===== src/logic/dialer_pkg.sv =====
// constants, register map and state codes of the telephone dialer control block
package dialer_pkg;

    // ========================================
    // bus and counter widths
    localparam int ADDR_W = 16;
    localparam int DATA_W = 4;
    localparam int CNT_W = 26;

    // ========================================
    // timing
    localparam int CLK_KHZ = 25000;
    localparam int TONE_MIN_MS = 94;
    localparam int PULSE_BREAK_MS = 60;
    localparam int PULSE_MAKE_MS = 40;
    localparam int SET_STEP_MS = 100;
    localparam int TONE_MIN_CYC = TONE_MIN_MS * CLK_KHZ;
    localparam int PULSE_BREAK_CYC = PULSE_BREAK_MS * CLK_KHZ;
    localparam int PULSE_MAKE_CYC = PULSE_MAKE_MS * CLK_KHZ;
    localparam int SET_STEP_CYC = SET_STEP_MS * CLK_KHZ;

    // ========================================
    // register offsets
    localparam logic [ADDR_W-1:0] ADDR_GAP = 16'hff10;
    localparam logic [ADDR_W-1:0] ADDR_BREAK_LEN = 16'hff11;
    localparam logic [ADDR_W-1:0] ADDR_WAIT_LEN = 16'hff12;
    localparam logic [ADDR_W-1:0] ADDR_MODE = 16'hff13;
    localparam logic [ADDR_W-1:0] ADDR_TRIG = 16'hff14;
    localparam logic [ADDR_W-1:0] ADDR_TONE_HOLD = 16'hff16;
    localparam logic [ADDR_W-1:0] ADDR_CODE = 16'hff17;
    localparam logic [ADDR_W-1:0] ADDR_IRQ_EN = 16'hffe9;
    localparam logic [ADDR_W-1:0] ADDR_FLAG = 16'hfff9;

    // ========================================
    // field positions
    localparam int TRIG_WAIT_BIT = 1;
    localparam int TRIG_BREAK_BIT = 0;
    localparam int TONE_HOLD_BIT = 3;
    localparam int MODE_TONE_BIT = 0;
    localparam int IRQ_EN_BIT = 0;
    localparam int FLAG_BIT = 0;

    // ========================================
    // reset values
    localparam logic [DATA_W-1:0] CODE_RST = 4'h0;
    localparam logic [DATA_W-1:0] SET_RST = 4'h1;

    // ========================================
    // sequencer states, one-hot
    localparam int S_IDLE = 0;
    localparam int S_TONE = 1;
    localparam int S_PBRK = 2;
    localparam int S_PMAKE = 3;
    localparam int S_GAP = 4;
    localparam int S_WAIT = 5;
    localparam int S_FLASH = 6;

    typedef enum logic [6:0] {
        ST_IDLE = 7'h01,
        ST_TONE = 7'h02,
        ST_PBRK = 7'h04,
        ST_PMAKE = 7'h08,
        ST_GAP = 7'h10,
        ST_WAIT = 7'h20,
        ST_FLASH = 7'h40
    } seq_state_type;

endpackage


===== src/logic/timer_if.sv =====
// load and expiry signals between the sequencer and its duration timer
`timescale 1ns/1ps
interface timer_if;
    import dialer_pkg::*;
    logic load;
    logic [CNT_W-1:0] load_val;
    logic expired;
    modport ctrl (output load, output load_val, input expired);
    modport tmr (input load, input load_val, output expired);
endinterface


===== src/logic/dialer_ctrl.sv =====
// dialer sequencer: tones, pulse trains, wait and break cycles, done flag and interrupt
`timescale 1ns/1ps
module dialer_ctrl
    import dialer_pkg::*;
#(
    parameter int TONE_MIN_CYCLES = TONE_MIN_CYC,
    parameter int PULSE_BREAK_CYCLES = PULSE_BREAK_CYC,
    parameter int PULSE_MAKE_CYCLES = PULSE_MAKE_CYC,
    parameter int SET_STEP_CYCLES = SET_STEP_CYC
)
(
    input wire logic core_clk,
    input wire logic rst,
    input wire logic [ADDR_W-1:0] addr,
    input wire logic [DATA_W-1:0] wdata,
    input wire logic wr,
    input wire logic rd,
    output logic [DATA_W-1:0] rdata,
    output logic tone_on,
    output logic [DATA_W-1:0] tone_code,
    output logic pulse_open,
    output logic line_break,
    output logic dial_wait,
    output logic busy,
    output logic irq
);

    // ========================================
    // state
    typedef struct packed {
        seq_state_type state;
        logic [DATA_W-1:0] code;
        logic [DATA_W-1:0] pulses_left;
        logic [DATA_W-1:0] gap_set;
        logic [DATA_W-1:0] brk_set;
        logic [DATA_W-1:0] wait_set;
        logic tone_mode;
        logic tone_hold;
        logic min_done;
        logic irq_en;
        logic flag;
        logic irq;
        logic busy;
        logic [DATA_W-1:0] rdata;
    } ctrl_state_type;

    ctrl_state_type s_reg;
    ctrl_state_type s_next;

    timer_if tif ();

    duration_timer u_timer (
        .core_clk(core_clk),
        .rst(rst),
        .tif(tif)
    );

    // ========================================
    // helpers
    function automatic logic [CNT_W-1:0] steps_to_cycles(
        input logic [DATA_W-1:0] steps
    );
        longint prod;
        prod = longint'(steps) * longint'(SET_STEP_CYCLES);
        return prod[CNT_W-1:0];
    endfunction

    logic wr_code;
    logic wr_trig;
    logic wr_flag;
    logic idle_free;
    logic finish;
    logic [DATA_W-1:0] rd_mux;

    assign wr_code = wr && (addr == ADDR_CODE);
    assign wr_trig = wr && (addr == ADDR_TRIG);
    assign wr_flag = wr && (addr == ADDR_FLAG);
    // a new function only starts from idle with the done flag clear
    assign idle_free = s_reg.state[S_IDLE] && !s_reg.flag;

    // ========================================
    // read data, one cycle after the strobe
    always_comb
    begin
        rd_mux = '0;
        case (addr)
            ADDR_GAP: rd_mux = s_reg.gap_set;
            ADDR_BREAK_LEN: rd_mux = s_reg.brk_set;
            ADDR_WAIT_LEN: rd_mux = s_reg.wait_set;
            ADDR_MODE: rd_mux[MODE_TONE_BIT] = s_reg.tone_mode;
            ADDR_TRIG: rd_mux = '0;
            ADDR_TONE_HOLD: rd_mux[TONE_HOLD_BIT] = s_reg.tone_hold;
            ADDR_CODE: rd_mux = s_reg.code;
            ADDR_IRQ_EN: rd_mux[IRQ_EN_BIT] = s_reg.irq_en;
            ADDR_FLAG: rd_mux[FLAG_BIT] = s_reg.flag;
            default: rd_mux = '0;
        endcase
    end

    // ========================================
    // next state
    always_comb
    begin
        s_next = s_reg;
        finish = 1'b0;
        tif.load = 1'b0;
        tif.load_val = '0;
        s_next.rdata = rd ? rd_mux : '0;

        // plain control registers
        if (wr)
        begin
            case (addr)
                ADDR_GAP: s_next.gap_set = wdata;
                ADDR_BREAK_LEN: s_next.brk_set = wdata;
                ADDR_WAIT_LEN: s_next.wait_set = wdata;
                ADDR_MODE: s_next.tone_mode = wdata[MODE_TONE_BIT];
                ADDR_TONE_HOLD: s_next.tone_hold = wdata[TONE_HOLD_BIT];
                ADDR_CODE: s_next.code = wdata;
                ADDR_IRQ_EN: s_next.irq_en = wdata[IRQ_EN_BIT];
                default:
                begin
                end
            endcase
        end

        // sequencer
        case (s_reg.state)
            ST_IDLE:
            begin
                if (idle_free && wr_code)
                begin
                    tif.load = 1'b1;
                    if (s_reg.tone_mode)
                    begin
                        s_next.state = ST_TONE;
                        s_next.min_done = 1'b0;
                        tif.load_val = CNT_W'(TONE_MIN_CYCLES);
                    end
                    else
                    begin
                        // hold only applies to tones
                        s_next.state = ST_PBRK;
                        s_next.pulses_left = wdata;
                        tif.load_val = CNT_W'(PULSE_BREAK_CYCLES);
                    end
                end
                else if (idle_free && wr_trig && wdata[TRIG_BREAK_BIT])
                begin
                    s_next.state = ST_FLASH;
                    tif.load = 1'b1;
                    tif.load_val = steps_to_cycles(s_reg.brk_set);
                end
                else if (idle_free && wr_trig && wdata[TRIG_WAIT_BIT])
                begin
                    s_next.state = ST_WAIT;
                    tif.load = 1'b1;
                    tif.load_val = steps_to_cycles(s_reg.wait_set);
                end
            end
            ST_TONE:
            begin
                if (tif.expired)
                begin
                    s_next.min_done = 1'b1;
                end
                // never shorter than the minimum, held while hold is set
                if ((s_reg.min_done || tif.expired) && !s_next.tone_hold)
                begin
                    s_next.state = ST_IDLE;
                    finish = 1'b1;
                end
            end
            ST_PBRK:
            begin
                if (tif.expired)
                begin
                    s_next.state = ST_PMAKE;
                    s_next.pulses_left = s_reg.pulses_left - 1'b1;
                    tif.load = 1'b1;
                    tif.load_val = CNT_W'(PULSE_MAKE_CYCLES);
                end
            end
            ST_PMAKE:
            begin
                if (tif.expired)
                begin
                    tif.load = 1'b1;
                    if (s_reg.pulses_left == '0)
                    begin
                        s_next.state = ST_GAP;
                        tif.load_val = steps_to_cycles(s_reg.gap_set);
                    end
                    else
                    begin
                        s_next.state = ST_PBRK;
                        tif.load_val = CNT_W'(PULSE_BREAK_CYCLES);
                    end
                end
            end
            ST_GAP:
            begin
                if (tif.expired)
                begin
                    s_next.state = ST_IDLE;
                    finish = 1'b1;
                end
            end
            ST_WAIT:
            begin
                if (wr_trig && !wdata[TRIG_WAIT_BIT])
                begin
                    s_next.state = ST_IDLE;
                end
                else if (tif.expired)
                begin
                    s_next.state = ST_IDLE;
                    finish = 1'b1;
                end
            end
            ST_FLASH:
            begin
                if (wr_trig && !wdata[TRIG_BREAK_BIT])
                begin
                    s_next.state = ST_IDLE;
                end
                else if (tif.expired)
                begin
                    s_next.state = ST_IDLE;
                    finish = 1'b1;
                end
            end
            default:
            begin
                s_next.state = ST_IDLE;
            end
        endcase

        // done flag: a finishing cycle wins over a clear in the same cycle
        if (wr_flag && wdata[FLAG_BIT])
        begin
            s_next.flag = 1'b0;
        end
        if (finish)
        begin
            s_next.flag = 1'b1;
        end

        // request stands as long as flag and enable are both set
        s_next.irq = s_next.flag && s_next.irq_en;
        s_next.busy = !s_next.state[S_IDLE];
    end

    // ========================================
    // registers
    always_ff @(posedge core_clk)
    begin
        if (rst)
        begin
            s_reg.state <= ST_IDLE;
            s_reg.code <= CODE_RST;
            s_reg.pulses_left <= '0;
            s_reg.gap_set <= SET_RST;
            s_reg.brk_set <= SET_RST;
            s_reg.wait_set <= SET_RST;
            s_reg.tone_mode <= 1'b0;
            s_reg.tone_hold <= 1'b0;
            s_reg.min_done <= 1'b0;
            s_reg.irq_en <= 1'b0;
            s_reg.flag <= 1'b0;
            s_reg.irq <= 1'b0;
            s_reg.busy <= 1'b0;
            s_reg.rdata <= '0;
        end
        else
        begin
            s_reg <= s_next;
        end
    end

    // ========================================
    // outputs
    assign rdata = s_reg.rdata;
    assign tone_on = s_reg.state[S_TONE];
    assign tone_code = s_reg.code;
    assign pulse_open = s_reg.state[S_PBRK];
    assign line_break = s_reg.state[S_FLASH];
    assign dial_wait = s_reg.state[S_WAIT];
    assign busy = s_reg.busy;
    assign irq = s_reg.irq;

endmodule


===== src/logic/duration_timer.sv =====
// down counter that pulses expired during the last cycle of its loaded cycle count
`timescale 1ns/1ps
module duration_timer
    import dialer_pkg::*;
(
    input wire logic core_clk,
    input wire logic rst,
    timer_if.tmr tif
);

    typedef struct packed {
        logic [CNT_W-1:0] cnt;
        logic expired;
    } tmr_state_type;

    tmr_state_type s_reg;
    tmr_state_type s_next;

    always_comb
    begin
        s_next = s_reg;
        if (tif.load)
        begin
            s_next.cnt = tif.load_val;
        end
        else if (s_reg.cnt != '0)
        begin
            s_next.cnt = s_reg.cnt - 1'b1;
        end
        // flag the last counted cycle so the user leaves on the edge that ends the count
        s_next.expired = (s_next.cnt == CNT_W'(1));
    end

    always_ff @(posedge core_clk)
    begin
        if (rst)
        begin
            s_reg <= '0;
        end
        else
        begin
            s_reg <= s_next;
        end
    end

    assign tif.expired = s_reg.expired;

endmodule


===== config.mk =====
export PLATFORM = sky130hd
export DESIGN_NAME = dialer_ctrl
export DESIGN_NICKNAME = d
export VERILOG_FILES = /design/src/logic/dialer_pkg.sv /design/src/logic/timer_if.sv /design/src/logic/dialer_ctrl.sv /design/src/logic/duration_timer.sv
export SDC_FILE = /design/constraint.sdc
export NUM_CORES = 1
export LEC_CHECK = 0
export BUFFER_PORTS_ARGS = -buffer_cell sky130_fd_sc_hd__buf_2
export CAP_MARGIN = 20
export CORE_MARGIN = 2
export CORE_UTILIZATION = 35
export DETAILED_ROUTE_END_ITERATION = 12
export PLACE_DENSITY = 0.47
export SKIP_LAST_GASP = 1
export SYNTH_ARGS = -nofsm -noshare
export SYNTH_HDL_FRONTEND = slang
export SYNTH_SLANG_ARGS = --single-unit
export TNS_END_PERCENT = 50

===== constraint.sdc =====
create_clock -name core_clk -period 9.9 [get_ports core_clk]
set_input_delay 1.485 -clock core_clk [delete_from_list [all_inputs] [get_ports core_clk]]
set_output_delay 1.485 -clock core_clk [all_outputs]
set_load 0.005 [all_outputs]

==> metrics <==
outcome finished clean; CTS tree built; I/O pin cnt 38; Max-Cap Viols 0; setup tns final 0 ns; die height 141 µm; startpoint types input pin; clock-pin slew on the worst setup and hold paths 0.06 ns; Async S/R FF share, synth 0%; Worst Path Arrival 5.50 ns; Worst-Margin Slew 1.06 ns; number of global-route vias before repair 6108; clk buf depth 2; Max transition margin 29.4%; Max VDD drop 0.0918 mV; Reg2Reg Depth 15; gpl congestion 0.941; first drt pass iteration count 5; grt ovf 0; Fin. Hold Viols 0; share of layout cells above drive strength 1 10.2%; Hold Path Depth 2; PD cells 155 nW/µm²; type of the worst setup path input pin to register; Primary FF master, synth dfxtp_1; Ys Warns 0; first-pass GRT wire length 34900 µm; hold crit path type register to register; Synth Cell Area 6540 µm²; H-tree depth 3; Site Rows 49; Post-synth EDFFs 0; worst skew pair latency 0.35 ns; Vias/cell 5.93; count of input and output buffers 37; count of unique library cells instantiated by Yosys 74; residual DRC count 0; CTS hold repair buffers 0; commonest non-fill, non-tap cells in the layout nor2_1 (74), ha_1 (74), nand2_1 (71), a21oi_1 (65), dfxtp_1 (65); Iter 0 DRT Violations 425; Num CTS Buffers 9; max reg flops 26; Fmax 0.191 GHz; Core Region 18100 µm²; Period Utilization, post-route 53.0%; Die X-Extent 141 µm; Pleak 3.03 nW; full die area 19800 µm²; Mapped Avg Cell Area 7.65 µm²; CP endpoint kind register; Clock Skew 0.0128 ns; All-Layer GR Usage 22.7%; final setup fails 0; Seq/Total Area, Yosys 19.9%; Post-Place Cells 1082; RSZ-0062 raised after global routing false; Final Cell Area 7190 µm²; Syn Nets 959; initial antenna violation count 0; final std cells w/o fill 1098; Syn Inst Count 855; antenna-violating nets left 0; number of antenna diodes 0; register bit total from synthesis 65; pin count of the biggest net entering global routing 60; NumNets Final 968; Setup Buffers After CTS 0; Placement Cell Area 6840 µm²; post-CTS sizing 0; DPL Wire Length 17700 µm; routed wire length 22400 µm; Worst Path Required 10.16 ns; Clock Tree Root clkbuf_16; Vias 6514; Wirelength per Cell 20.4 µm; Core Util, Final 39.6%; clock sink count 65; area grow syn2layout 9.89%; crit path time final 5.25 ns; pins over their slew limit 0; CP max FO 20; Initial Util 36.0%; hold slack 0.511 ns
synth_stat cells (16+ instances only):
cell type   n  area, µm²
inv_1      43        161
nor4_1     18        113
nor3_1     37        185
xnor2_1    36        315
a21oi_1    65        325
nand2_1    71        267
dfxtp_1    65       1300
xor2_1     16        140
o21ai_0    46        230
nor2b_1    16        100
nor2_1     74        278
clkbuf_1   28        105
ha_1       74        926
nand3_1    26        130
path summary, 6_finish.rpt:
kind                               to  startpoint  slack (ns)
hold / removal               s_reg[8]    s_reg[8]        0.51
hold reg to reg              s_reg[8]    s_reg[8]        0.51
setup reg to reg  u_timer.tif.expired   s_reg[21]        4.95
setup / recovery  u_timer.tif.expired     addr[5]        4.65
routing by layer:
metal	vias to the layer above	wire, µm	part of all wire, %	track usage, %
met2	220	10300	46	37.5
met4	0	632	2.8	7.53
met1	3089	10400	46	30.8
met3	33	1110	4.9	2.68
met5	-	0	0	0
li1	3172	-	-	-
cell type report:
class,count,area [µm²]
flip-flops and latches,65,1300
clock buffers,9,225
repair buffers,41,215
clock inverters,7,125
multi-input cells,704,4870
well taps,229,287
fillers,1906,11000
inverters,43,161
metrics by stage:
| step | worst slack [ns] | power [mW] |
|---|---|---|
| detailed placement | 4.42 | 0.721 |
| floorplan | 5.48 | 0.627 |
| global placement | 4.52 | 0.726 |
| global route | 4.36 | 1.17 |
| CTS | 4.73 | 1.11 |
| finish | 4.65 | 1.11 |
cell families after synthesis:
kind of cell	share of synthesized area, %
flip-flops	19.9
AO/OA/AOI/OAI	22.8
XOR/XNOR	6.96
multiplexers	1.87
adder cells (fa/ha/maj)	16.0
buffers and inverters	5.61
AND/OR/NAND/NOR	26.9
power by group:
group / total, mW / switching, mW / internal [mW]
Clock: 0.384 / 0.136 / 0.249
Sequential: 0.311 / 0.0234 / 0.288
Combinational: 0.416 / 0.248 / 0.169
critical path: stages:
cell and delay [ns]:
buf_2 0.11, or4b_1 0.60, or4_4 0.70, o41ai_4 1.02, or3_1 0.27, nand3_1 0.08, nor4_1 0.32, nand4_1 0.14
nor4_1 0.34, nand4_1 0.17, nor4b_2 0.25
Note: power is estimated with default switching activity, not from simulation.
